## config.mk

```make
export PLATFORM = sky130hd
export DESIGN_NAME = igx_expander
export DESIGN_NICKNAME = d
export VERILOG_FILES = /design/src/igx_pkg.sv /design/src/igx_sync.sv /design/src/igx_strap.sv /design/src/igx_expander.sv
export SDC_FILE = /design/constraint.sdc
export NUM_CORES = 1
export LEC_CHECK = 0
export ABC_AREA = 1
export BUFFER_PORTS_ARGS = -buffer_cell sky130_fd_sc_hd__buf_2
export CORE_MARGIN = 3
export CORE_UTILIZATION = 35
export CTS_CLUSTER_SIZE = 24
export DETAILED_ROUTE_END_ITERATION = 16
export PLACE_DENSITY = 0.61
export SYNTH_ARGS = -nofsm -noshare
export SYNTH_HDL_FRONTEND = slang
export SYNTH_SLANG_ARGS = --single-unit
export TNS_END_PERCENT = 50
```

## constraint.sdc

```tcl
create_clock -name ref_clk -period 1.9 [get_ports ref_clk]
set_input_delay 0.38 -clock ref_clk [delete_from_list [all_inputs] [get_ports ref_clk]]
set_output_delay 0.38 -clock ref_clk [all_outputs]
set_load 0.01 [all_outputs]
```

## src/igx_pkg.sv

```systemverilog
// constants, register layout and state codes for the eight-bit expander
package igx_pkg;

	// ************************************************************
	// register pointers
	// ************************************************************
	localparam logic [7:0] PTR_IN_LEVELS = 8'h00;
	localparam logic [7:0] PTR_OUT_LEVELS = 8'h01;
	localparam logic [7:0] PTR_POL_INVERT = 8'h02;
	localparam logic [7:0] PTR_DIRECTION = 8'h03;
	localparam logic [7:0] PTR_TIMEOUT = 8'h04;
	localparam logic [7:0] PTR_FACTORY = 8'hFF;

	// ************************************************************
	// reset values and fields
	// ************************************************************
	localparam logic [7:0] RST_OUT_LEVELS = 8'h00;
	localparam logic [7:0] RST_POL_INVERT = 8'hF0;
	localparam logic [7:0] RST_DIRECTION = 8'hFF;
	localparam logic [7:0] RST_TIMEOUT = 8'h01;
	localparam int TIMEOUT_ENABLE_POS = 0;
	localparam logic [7:0] READ_UNMAPPED = 8'h00;

	// ************************************************************
	// timing
	// ************************************************************
	localparam longint CLK_HZ = 10_000_000;
	localparam longint TIMEOUT_MIN_MS = 30;
	localparam longint TIMEOUT_MAX_MS = 60;
	// least time, rounded up to whole cycles
	localparam int TIMEOUT_CYCLES = int'((TIMEOUT_MIN_MS * CLK_HZ + 999) / 1000);

	// ************************************************************
	// types
	// ************************************************************
	typedef struct packed {
		logic [7:0] timeout_ctl;
		logic [7:0] direction;
		logic [7:0] pol_invert;
		logic [7:0] out_levels;
	} igx_regs_s;

	localparam igx_regs_s RST_REGS = '{RST_TIMEOUT, RST_DIRECTION, RST_POL_INVERT,
		RST_OUT_LEVELS};

	typedef struct packed {
		logic start;
		logic stop;
		logic rise;
		logic fall;
	} igx_bus_ev_s;

	typedef enum logic [4:0] {
		ST_IDLE = 5'b00001,
		ST_RX = 5'b00010,
		ST_RX_ACK = 5'b00100,
		ST_TX = 5'b01000,
		ST_TX_ACK = 5'b10000
	} igx_state_e;

endpackage : igx_pkg

```

## src/igx_sync.sv

```systemverilog
// three-stage input synchroniser with agreement filter, one per bit
`timescale 1ns/1ns
module igx_sync #(
	parameter int WIDTH = 1,
	parameter logic [WIDTH-1:0] INIT = '0
) (
	input wire logic ref_clk,
	input wire logic nrst,
	input wire logic [WIDTH-1:0] async_in,
	output logic [WIDTH-1:0] level
);

	// ************************************************************
	// per-bit chain
	// ************************************************************
	genvar gi;
	generate
		for (gi = 0; gi < WIDTH; gi++) begin : g_bit
			logic ff1_reg, ff2_reg, ff3_reg, lvl_reg;
			logic lvl_next;
			// a change counts only once stages two and three agree
			always_comb begin
				lvl_next = (ff2_reg == ff3_reg) ? ff3_reg : lvl_reg;
			end
			// ff1 feeds ff2 alone, so metastability never reaches logic
			always_ff @(posedge ref_clk or negedge nrst) begin
				if (!nrst) begin
					ff1_reg <= INIT[gi];
					ff2_reg <= INIT[gi];
					ff3_reg <= INIT[gi];
					lvl_reg <= INIT[gi];
				end else begin
					ff1_reg <= async_in[gi];
					ff2_reg <= ff1_reg;
					ff3_reg <= ff2_reg;
					lvl_reg <= lvl_next;
				end
			end
			assign level[gi] = lvl_reg;
		end
	endgenerate

endmodule : igx_sync

```

## src/igx_strap.sv

```systemverilog
// four-state address strap sensing and slave address forming
`timescale 1ns/1ns
module igx_strap (
	input wire logic ref_clk,
	input wire logic nrst,
	input wire logic [2:0] strap_lvl,
	input wire logic scl,
	input wire logic sda,
	output logic [6:0] slave_addr
);

	logic [2:0] moved;
	logic [2:0] low_bit;
	logic [2:0] bus_tied;
	logic [6:0] addr_next;
	logic [6:0] addr_reg;
	logic [2:0] settle_reg;
	logic [2:0] settle_next;
	logic armed;

	// ************************************************************
	// settle delay
	// ************************************************************
	// the sync chain shows its reset value for a few cycles; history taken then
	// would see a static strap move and mistake it for a bus line
	always_comb begin
		settle_next = settle_reg + {2'h0, ~armed};
	end

	always_ff @(posedge ref_clk or negedge nrst) begin
		if (!nrst) begin
			settle_reg <= 3'h0;
		end else begin
			settle_reg <= settle_next;
		end
	end

	assign armed = &settle_reg;

	// ************************************************************
	// per-strap history since reset
	// ************************************************************
	genvar gi;
	generate
		for (gi = 0; gi < 3; gi++) begin : g_strap
			logic seen_hi_reg, seen_lo_reg, ne_scl_reg;
			logic seen_hi_next, seen_lo_next, ne_scl_next;
			// a strap that has moved follows a bus line; differing from scl means sda
			always_comb begin
				seen_hi_next = seen_hi_reg | (armed & strap_lvl[gi]);
				seen_lo_next = seen_lo_reg | (armed & ~strap_lvl[gi]);
				ne_scl_next = ne_scl_reg | (armed & (strap_lvl[gi] ^ scl));
			end
			always_ff @(posedge ref_clk or negedge nrst) begin
				if (!nrst) begin
					seen_hi_reg <= 1'b0;
					seen_lo_reg <= 1'b0;
					ne_scl_reg <= 1'b0;
				end else begin
					seen_hi_reg <= seen_hi_next;
					seen_lo_reg <= seen_lo_next;
					ne_scl_reg <= ne_scl_next;
				end
			end
			assign moved[gi] = seen_hi_reg & seen_lo_reg;
			// supply and sda give a one, ground and scl a zero
			assign low_bit[gi] = moved[gi] ? ne_scl_reg : strap_lvl[gi];
		end
	endgenerate

	assign bus_tied = moved;

	always_comb begin
		addr_next[6] = 1'b0;
		addr_next[2:0] = low_bit;
		case (bus_tied)
			3'b010: addr_next[5:3] = 3'h1;
			3'b001: addr_next[5:3] = 3'h2;
			3'b000: addr_next[5:3] = 3'h3;
			3'b111: addr_next[5:3] = 3'h4;
			3'b110: addr_next[5:3] = 3'h5;
			3'b101: addr_next[5:3] = 3'h6;
			3'b100: addr_next[5:3] = 3'h7;
			default: addr_next[5:3] = 3'h0;
		endcase
	end

	// caught after reset release, never under reset
	always_ff @(posedge ref_clk or negedge nrst) begin
		if (!nrst) begin
			addr_reg <= 7'h00;
		end else begin
			addr_reg <= addr_next;
		end
	end

	assign slave_addr = addr_reg;

endmodule : igx_strap

```

## src/igx_expander.sv

```systemverilog
// eight-bit io expander: two-wire slave, pointer registers, bus timeout
// Summary of operation
// - output pins drive the stored output level bits
// - output register reads return stored bits, never pin levels
// - inversion bit set flips an input pin's reported level
// - direction one means input with driver off, zero means driven (pin 0 only while its output bit is low)
// - timeout register bit zero enables the bus timeout
// - stalled serial clock during our access resets the interface
// - line held low 30 to 60 ms resets the interface, never earlier
// - interface reset releases sda and waits for a new start
// - seven-bit address from three four-state straps, top bit zero
// - first byte after address is the register pointer
// - input level register is read-only, shows pins, writes discarded
// - reset pin low makes every pin an input
`timescale 1ns/1ns
module igx_expander #(
	parameter int TIMEOUT_CYC = igx_pkg::TIMEOUT_CYCLES,
	parameter int PINS = 8
) (
	input wire logic ref_clk,
	input wire logic nrst,
	input wire logic scl_in,
	input wire logic sda_in,
	output logic sda_out,
	output logic sda_oe,
	input wire logic addr_strap_0,
	input wire logic addr_strap_1,
	input wire logic addr_strap_2,
	input wire logic [PINS-1:0] port_pin_in,
	output logic [PINS-1:0] port_pin_out,
	output logic [PINS-1:0] port_pin_oe
);

	// ************************************************************
	// declarations
	// ************************************************************
	localparam logic [19:0] TMO_LAST = 20'(TIMEOUT_CYC - 1);

	logic [4:0] line_lvl;
	logic scl, sda;
	logic [2:0] strap_lvl;
	logic [PINS-1:0] pin_lvl;
	logic [6:0] slave_addr;
	logic scl_q_reg, sda_q_reg;
	igx_pkg::igx_bus_ev_s ev;

	igx_pkg::igx_state_e st_reg, st_next;
	logic [3:0] bit_reg, bit_next;
	logic [7:0] shift_reg, shift_next;
	logic [1:0] idx_reg, idx_next;
	logic rw_reg, rw_next;
	logic [7:0] ptr_reg, ptr_next;
	logic [7:0] tx_reg, tx_next;
	logic oe_reg, oe_next;
	logic mack_reg, mack_next;
	igx_pkg::igx_regs_s regs_reg, regs_next;
	logic [19:0] tmo_reg, tmo_next;
	logic tmo_fire;
	logic [7:0] rd_byte;
	logic [7:0] in_view;

	// ************************************************************
	// input sampling
	// ************************************************************
	// straps share the bus lines' chain depth so their comparison stays aligned
	igx_sync #(
		.WIDTH(5),
		.INIT(5'h03)
	) u_line_sync (
		.ref_clk(ref_clk),
		.nrst(nrst),
		.async_in({addr_strap_2, addr_strap_1, addr_strap_0, sda_in, scl_in}),
		.level(line_lvl)
	);

	igx_sync #(
		.WIDTH(PINS),
		.INIT('0)
	) u_pin_sync (
		.ref_clk(ref_clk),
		.nrst(nrst),
		.async_in(port_pin_in),
		.level(pin_lvl)
	);

	assign scl = line_lvl[0];
	assign sda = line_lvl[1];
	assign strap_lvl = line_lvl[4:2];

	igx_strap u_strap (
		.ref_clk(ref_clk),
		.nrst(nrst),
		.strap_lvl(strap_lvl),
		.scl(scl),
		.sda(sda),
		.slave_addr(slave_addr)
	);

	// ************************************************************
	// bus events
	// ************************************************************
	// start and stop are sda moving while scl stays high
	always_comb begin
		ev.start = scl & scl_q_reg & sda_q_reg & ~sda;
		ev.stop = scl & scl_q_reg & ~sda_q_reg & sda;
		ev.rise = scl & ~scl_q_reg;
		ev.fall = ~scl & scl_q_reg;
	end

	always_ff @(posedge ref_clk or negedge nrst) begin
		if (!nrst) begin
			scl_q_reg <= 1'b1;
			sda_q_reg <= 1'b1;
		end else begin
			scl_q_reg <= scl;
			sda_q_reg <= sda;
		end
	end

	// ************************************************************
	// read data
	// ************************************************************
	// inversion on input view
	assign in_view = pin_lvl ^ (regs_reg.pol_invert & regs_reg.direction);

	always_comb begin
		case (ptr_reg)
			igx_pkg::PTR_IN_LEVELS: rd_byte = in_view;
			igx_pkg::PTR_OUT_LEVELS: rd_byte = regs_reg.out_levels;
			igx_pkg::PTR_POL_INVERT: rd_byte = regs_reg.pol_invert;
			igx_pkg::PTR_DIRECTION: rd_byte = regs_reg.direction;
			igx_pkg::PTR_TIMEOUT: rd_byte = regs_reg.timeout_ctl;
			default: rd_byte = igx_pkg::READ_UNMAPPED;
		endcase
	end

	// ************************************************************
	// bus timeout
	// ************************************************************
	// stalled clock either level
	// counter restarts on every scl edge and fires at the 30 ms floor
	always_comb begin
		tmo_fire = 1'b0;
		tmo_next = 20'h00000;
		if (regs_reg.timeout_ctl[igx_pkg::TIMEOUT_ENABLE_POS] &&
			st_reg != igx_pkg::ST_IDLE && !ev.rise && !ev.fall) begin
			if (tmo_reg == TMO_LAST) begin
				tmo_fire = 1'b1;
			end else begin
				tmo_next = tmo_reg + 20'h00001;
			end
		end
	end

	always_ff @(posedge ref_clk or negedge nrst) begin
		if (!nrst) begin
			tmo_reg <= 20'h00000;
		end else begin
			tmo_reg <= tmo_next;
		end
	end

	// ************************************************************
	// slave sequencer and register writes
	// ************************************************************
	always_comb begin
		st_next = st_reg;
		bit_next = bit_reg;
		shift_next = shift_reg;
		idx_next = idx_reg;
		rw_next = rw_reg;
		ptr_next = ptr_reg;
		tx_next = tx_reg;
		oe_next = oe_reg;
		mack_next = mack_reg;
		regs_next = regs_reg;
		if (tmo_fire) begin
			st_next = igx_pkg::ST_IDLE;
			oe_next = 1'b0;
		end else if (ev.start) begin
			// a repeated start restarts the frame from the address byte
			st_next = igx_pkg::ST_RX;
			bit_next = 4'h0;
			idx_next = 2'h0;
			oe_next = 1'b0;
		end else if (ev.stop) begin
			st_next = igx_pkg::ST_IDLE;
			oe_next = 1'b0;
		end else begin
			case (st_reg)
				igx_pkg::ST_RX: begin
					if (ev.rise) begin
						shift_next = {shift_reg[6:0], sda};
						bit_next = bit_reg + 4'h1;
					end else if (ev.fall && bit_reg == 4'h8) begin
						st_next = igx_pkg::ST_RX_ACK;
						oe_next = 1'b1;
						if (idx_reg == 2'h0) begin
							rw_next = shift_reg[0];
							if (shift_reg[7:1] != slave_addr) begin
								st_next = igx_pkg::ST_IDLE;
								oe_next = 1'b0;
							end
						end else if (idx_reg == 2'h1) begin
							ptr_next = shift_reg;
						end else begin
							// input register and unknown pointers drop writes
							case (ptr_reg)
								igx_pkg::PTR_OUT_LEVELS: regs_next.out_levels = shift_reg;
								igx_pkg::PTR_POL_INVERT: regs_next.pol_invert = shift_reg;
								igx_pkg::PTR_DIRECTION: regs_next.direction = shift_reg;
								igx_pkg::PTR_TIMEOUT: regs_next.timeout_ctl = shift_reg;
								default: regs_next = regs_reg;
							endcase
						end
					end
				end
				igx_pkg::ST_RX_ACK: begin
					if (ev.fall) begin
						oe_next = 1'b0;
						bit_next = 4'h0;
						st_next = igx_pkg::ST_RX;
						if (idx_reg != 2'h2) begin
							idx_next = idx_reg + 2'h1;
						end
						if (idx_reg == 2'h0 && rw_reg) begin
							st_next = igx_pkg::ST_TX;
							tx_next = rd_byte;
							oe_next = ~rd_byte[7];
						end
					end
				end
				igx_pkg::ST_TX: begin
					if (ev.fall) begin
						if (bit_reg == 4'h7) begin
							oe_next = 1'b0;
							st_next = igx_pkg::ST_TX_ACK;
						end else begin
							tx_next = {tx_reg[6:0], 1'b0};
							oe_next = ~tx_reg[6];
							bit_next = bit_reg + 4'h1;
						end
					end
				end
				igx_pkg::ST_TX_ACK: begin
					if (ev.rise) begin
						mack_next = ~sda;
					end else if (ev.fall) begin
						bit_next = 4'h0;
						if (mack_reg) begin
							st_next = igx_pkg::ST_TX;
							tx_next = rd_byte;
							oe_next = ~rd_byte[7];
						end else begin
							// not acknowledged: stay off the bus until stop or start
							st_next = igx_pkg::ST_IDLE;
						end
					end
				end
				default: begin
					st_next = igx_pkg::ST_IDLE;
					oe_next = 1'b0;
				end
			endcase
		end
	end

	// reset pin makes all pins inputs
	always_ff @(posedge ref_clk or negedge nrst) begin
		if (!nrst) begin
			st_reg <= igx_pkg::ST_IDLE;
			bit_reg <= 4'h0;
			shift_reg <= 8'h00;
			idx_reg <= 2'h0;
			rw_reg <= 1'b0;
			ptr_reg <= 8'h00;
			tx_reg <= 8'h00;
			oe_reg <= 1'b0;
			mack_reg <= 1'b0;
			regs_reg <= igx_pkg::RST_REGS;
		end else begin
			st_reg <= st_next;
			bit_reg <= bit_next;
			shift_reg <= shift_next;
			idx_reg <= idx_next;
			rw_reg <= rw_next;
			ptr_reg <= ptr_next;
			tx_reg <= tx_next;
			oe_reg <= oe_next;
			mack_reg <= mack_next;
			regs_reg <= regs_next;
		end
	end

	// ************************************************************
	// pin drive
	// ************************************************************
	// sda is open drain: only ever pulled low
	assign sda_out = 1'b0;
	assign sda_oe = oe_reg;

	assign port_pin_out = regs_reg.out_levels;

	// direction gates the driver; pin 0 is open drain, driving only a low
	always_comb begin
		port_pin_oe = ~regs_reg.direction;
		port_pin_oe[0] = ~regs_reg.direction[0] & ~regs_reg.out_levels[0];
	end

endmodule : igx_expander

```

# Word-level counts from Yosys, hierarchy flattened
# Cells that the tools add are included.
[op_classes]
mux = 60
n_bitwise = 53
addsub = 4
n_eq_ne = 54
reduce_logical = 29
[op_table]
columns = ["operator", "n"]
rows = [
  ["5-bit 2-to-1 mux", 10],
  ["7-bit 2-to-1 mux", 7],
  ["20-bit 2-to-1 mux", 2],
  ["5-bit != test (second input constant)", 8],
  ["8-bit case mux with 5 select lines", 1],
  ["4-bit 2-to-1 mux", 9],
  ["9-bit AND reduction", 4],
  ["7-bit AND reduction", 4],
  ["3-bit case mux with 7 select lines", 1],
  ["7-bit case mux with 3 select lines", 1],
  ["20-bit by 1-bit adder with 20-bit output (second input constant)", 1],
  ["1-bit AND", 20],
  ["20-bit by 19-bit equality test with 1-bit output (second input constant)", 1],
  ["5-bit case mux with 4 select lines", 1],
  ["1-bit 2-to-1 mux", 19],
  ["1-bit NOT", 18],
  ["8-bit by 2-bit equality test with 1-bit output (second input constant)", 2],
  ["2-bit != test (second input constant)", 8],
  ["4-bit case mux with 4 select lines", 1],
  ["5-bit AND reduction", 3],
  ["1-bit equality test", 13],
  ["3-bit equality test (second input constant)", 4],
  ["3-bit != test (second input constant)", 4],
  ["11-bit AND reduction", 1],
  ["35 further kinds", 57],
]
[word_totals]
word_cells = 279
input_bits = 15
ff_bits = 161
out_inout_bits = 18

# Longest topological paths before layout
[depth]
word_depth = 11
mapped_depth = 12
depth_no_buf = 12

# By module
# Synthesis repeated with hierarchy kept, for this count alone.
[unflattened]
hier_cells = 850
area_unflattened_um2 = 7407.1
[by_module_without_submodules]
columns = ["module", "cells_per_inst", "n_inst", "area_each_um2", "seq_area_each_um2"]
rows = [
  ["igx_expander", 670, 1, 5101.1, 2297.2],
  ["igx_sync at u_pin_sync", 72, 1, 991.0, 800.8],
  ["igx_strap", 63, 1, 685.7, 450.4],
  ["igx_sync at u_line_sync", 45, 1, 629.4, 510.5],
]

# Worst setup path before layout
# No wires, ideal clock.
[synth_path]
kind = "register to register"
start = "reg u_line_sync.g_bit[0].lvl_reg"
end = "reg st_reg[3]"
path_slack_ns = 0.230
synth_period_minus_slack_ns = 1.670
setup_ns = 0.065
arrival_ns = 1.605
stages_incl_launch_ff = 12
path_buffers = 1
required_ns = 1.835
cell_sequence = "dfstp_2 -> buf_6 -> inv_2 -> nand2_2 -> nand3_2 -> nor2_4 -> nand3_4 -> nand3_1 -> inv_2 -> nor2_2 -> nand3_1 -> nand2_1"
[synth_via]
elab_chain_len = 7
word_cells_on_any_way = 25
classes_between = "7 x eq/ne; 4 x mux; 8 x bitwise; 6 x reduce/logical"
[synth_lines]
columns = ["element", "line", "rtl"]
rows = [
  ["start, declared", "igx_sync.sv:19", "logic ff1_reg, ff2_reg, ff3_reg, lvl_reg;"],
  ["start signal, assigned", "igx_sync.sv:31", "lvl_reg <= INIT[gi];"],
  ["start signal, assigned", "igx_sync.sv:36", "lvl_reg <= lvl_next;"],
  ["1-bit AND / 1-bit NOT (equally long branches)", "igx_expander.sv:106, igx_expander.sv:107", ""],
  ["1-bit zero test / 1-bit AND (equally long branches)", "igx_expander.sv:146, igx_expander.sv:107", ""],
  ["1-bit logical AND / 1-bit zero test (equally long branches)", "igx_expander.sv:146", "st_reg != igx_pkg::ST_IDLE && !ev.rise && !ev.fall) begin"],
  ["1-bit logical AND", "igx_expander.sv:146", ""],
  ["1-bit 2-to-1 mux", "igx_expander.sv:145", "if (regs_reg.timeout_ctl[igx_pkg::TIMEOUT_ENABLE_POS] &&"],
  ["5-bit != test (no source line)", "--", ""],
  ["7-bit AND reduction (no source line)", "--", ""],
  ["end signal, assigned", "igx_expander.sv:271", "st_reg <= igx_pkg::ST_IDLE;"],
  ["end signal, assigned", "igx_expander.sv:282", "st_reg <= st_next;"],
  ["end, declared", "igx_expander.sv:47", "igx_pkg::igx_state_e st_reg, st_next;"],
]
# Several ways; a longest one is shown, not always the timed one.
# A chain may end at the register's enable or synchronous reset.

# Worst setup path in the final report
[layout_path]
start = "reg tmo_reg[0]"
end = "reg tmo_reg[12]"
[layout_via]
elab_chain_len = 3
word_cells_on_any_way = 4
classes_between = "1 x add/sub; 1 x eq/ne; 2 x mux"
[layout_lines]
columns = ["element", "line", "rtl"]
rows = [
  ["start, declared", "igx_expander.sv:57", "logic [19:0] tmo_reg, tmo_next;"],
  ["start signal, assigned", "igx_expander.sv:159", "tmo_reg <= tmo_next;"],
  ["20-bit by 1-bit adder with 20-bit output / 20-bit by 19-bit equality test with 1-bit output (equally long branches)", "igx_expander.sv:150, igx_expander.sv:147", ""],
  ["20-bit 2-to-1 mux *", "igx_expander.sv:147", "if (tmo_reg == TMO_LAST) begin"],
  ["20-bit 2-to-1 mux *", "igx_expander.sv:145", ""],
  ["net tmo_next[12]", "igx_expander.sv:57", ""],
]
# Mark *: on every way through the listed nets, which the timed path passes. The rest lies on a longest branch.

==> flow_metrics.tcl <==
set metrics [dict create \
    synth_area_per_cell_um2 9.302 \
    vdd_drop_max_mv 0.5055 \
    crit_type "flop to flop" \
    clock_latency_ns 0.43 \
    start_util 0.3635 \
    timing.critical_path.slowest_cell_delay_ns 0.37 \
    die_x_um 149.8 \
    finalCritPeriodShare 0.9354 \
    ys_seq_elements 161 \
    crit_path_frequent_cell "nand3_1" \
    grt.overflow.total 0 \
    crit_chain "ha_2 > nand3_1 > nor2_2 > nand2_1 > inv_1 > nand3_1 > o21ai_1 > nor3b_1" \
    setup_viol_count_final 0 \
    final_hold_viol_count 0 \
    timing.final.ws_setup_ns 0.1228 \
    drtAntennaViolNets 0 \
    grt_max_degree 44 \
    maxSlewViolCount 0 \
    wl_met2_um 6766 \
    via_per_inst 4.661 \
    largest_reg_flops 24 \
    hold_path_startpoint "sda_in" \
    critPathBufInv 1 \
    cts_tree "done" \
    final.fill_count 1983 \
    vias 5225 \
    hold_class "input port to flop" \
    cpMaxStageDelayCell "dfrtp_1" \
    skew_ns 0.008049 \
    grt_pass1_vias 4939 \
    io_buffers 31 \
    powerDensity_nw_per_um2 872.7 \
    wl_met1_um 7552 \
    start_kind "flop" \
    routed_wl_um 15100 \
    syn_area_um2 7237 \
    yosysWarningCount 0 \
    whs_path_depth 1 \
    async_flop_share 1.000 \
    antenna_cells 0 \
    pin_count 33 \
    synth.net_count 801 \
    whs_endpoint "u_line_sync.g_bit[1].ff1_reg" \
    synth_flop_cell "dfrtp_1" \
    path_clk_slew_ns 0.07 \
    required_ns 2.24 \
    reg2reg_depth 8 \
    drv_cap 0 \
    flow.area_growth_from_synthesis_pct 18.02 \
    synthCells 778 \
    die-area_um2 22440 \
    status "finished clean" \
    placed_area_um2 7866 \
    whs_ns 0.04707 \
    place_ws_ns 0.04119 \
    cp.arrival_ns 2.11 \
    fin_crit_ns 1.777 \
    timing.fmax_mhz 562.7 \
    synth_edf_count 0 \
    post_drt_wl_per_cell_um 13.47 \
    fp.dieH_um 149.8 \
    yosysUniqueCellTypes 42 \
    drive_gt1_frac 0.2079 \
    cp-end-kind "flop" \
    rr_endpoint "tmo_reg[12]" \
    h-tree-depth 4 \
    grt_pass1_wl_um 24970 \
    drtIter0Drc 370 \
    r2r_setup_slack_ns 0.12 \
    fin_tns_setup_ns 0 \
    grt_util_all_layers 0.1421 \
    clock_sinks 161 \
    top_layer "met4" \
    wl_met3_um 638 \
    r2r-start "tmo_reg[0]" \
    rsz0062_at_grt "true" \
    design_area_um2 8541 \
    numCtsBuffers 17 \
    nets 866 \
    cts_buffer_depth 2 \
    row_count 51 \
    place_congestion 0.8572 \
    firstDrtPassIters 5 \
    antenna_found_initial 0 \
    drc 0 \
    core_area_um2 19910 \
    p_leak_uw 0.003761 \
    clock_tree.root_cell "clkbuf_16" \
    crit_fanout 4 \
    crit_family "simple AND/OR/NAND/NOR gates" \
    dp_hpwl_um 10580 \
    synth_seq_area_share 0.5609 \
]
==> stage by stage <==
stage	instances	total power (uW)	utilization
floorplan	778	3903	-
global placement	1085	4073	0.3951
detailed placement	1085	4082	0.3951
CTS	1118	7566	0.4255
global route	1121	7779	0.4290
finish	1121	7453	0.4290
==> logic make-up (layout without fill, tap and decap cells) <==
family                   after synthesis  count (layout)  share of synthesized area
AO/OA/AOI/OAI                         98              98                    0.07504
XOR/XNOR                              25              25                    0.03026
adder cells (fa/ha/maj)               21              21                    0.03181
buffers and inverters                 98             175                    0.05878
flip-flops                           161             161                     0.5609
other                                  1               1                  0.0005182
AND/OR/NAND/NOR                      374             375                     0.2427
==> metal layers <==
layer	vias to the layer above	track usage
met1	2469	0.2045
met5	-	0
met2	91	0.2131
li1	2655	-
met3	10	0.03786
met4	0	0.03888
==> area by class of cell <==
type                       instances  area (um2)  share of cell area
timing repair buffer              64       449.2             0.05259
inverter                          79       299.0             0.03501
multi-input combinational        520        2808              0.3287
clock inverter                    14       155.1             0.01817
sequential                       161        4059              0.4752
clock buffer                      18       439.2             0.05142
tap                              265       331.6             0.03882
==> what timing repair did <==
| item | CTS | global route |
|---|---|---|
| hold endpoints to repair | 29 | 0 |
| setup buffers | 0 | 2 |
| endpoints found under the setup margin | 0 | 25 |
| resized for setup | 0 | 12 |
| hold buffers | 1 | 0 |
==> report_power, final <==
| group | switching, uW | total, uW | internal [uW] |
|---|---|---|---|
| logic | 228 | 386 | 158 |
| clock network | 1450 | 3440 | 1990 |
| registers | 82.8 | 3630 | 3550 |
==> cell usage after synthesis, types with 3 or more instances <==
library cell  number  area share
a21oi_1           12      0.0083
nor2_1            62       0.032
dfstp_2           24       0.087
o21ai_1           42       0.029
buf_4              9      0.0093
nand2_2            3      0.0026
buf_2              5      0.0035
inv_2             11      0.0057
o21ai_0           26       0.018
nand3_1           48       0.033
o21bai_1           8      0.0083
dfrtp_1          137        0.47
nand3_2            4      0.0055
maj3_1            13       0.018
nand2_1          199        0.10
xor2_1             9       0.011
nor3_1            15       0.010
clkbuf_1           3      0.0016
nor4_1             3      0.0026
inv_1             65       0.034
nor2_2             9      0.0078
xnor2_1           16       0.019
o21ai_2            7      0.0085
nand4_1           11      0.0095
nand3_4            4      0.0097
nor3b_1            3      0.0031
ha_1               8       0.014
==> placed cells by master, fill, tap and decap left out, types with 6 or more instances in the layout <==
cell / instances
buf_2: 30
xnor2_1: 16
nand3_1: 47
clkbuf_16: 17
ha_1: 6
maj3_1: 13
buf_4: 29
o21ai_1: 43
dfrtp_1: 137
nor2_1: 59
inv_2: 11
nand4_1: 11
o21ai_2: 7
o21ai_0: 25
nand2_1: 199
nor2_2: 9
a21oi_1: 12
nor3_1: 13
xor2_1: 9
dfstp_2: 24
o21bai_1: 8
inv_1: 65
==> worst max path at each step <==
stage / start / end / slack [ns] / depth (start not counted)
after CTS: u_line_sync.g_bit[1].lvl_reg / st_reg[3] / 0.02 / 8
final: tmo_reg[0] / tmo_reg[12] / 0.12 / 8
after floorplan: u_line_sync.g_bit[0].lvl_reg / st_reg[3] / 0.23 / 11
after global placement: u_line_sync.g_bit[1].lvl_reg / st_reg[3] / 0.08 / 8
after global routing: tmo_reg[0] / st_reg[1] / -0.05 / 11
after detailed placement: u_line_sync.g_bit[1].lvl_reg / st_reg[3] / 0.04 / 8
Power figures use the tool's default switching activity.
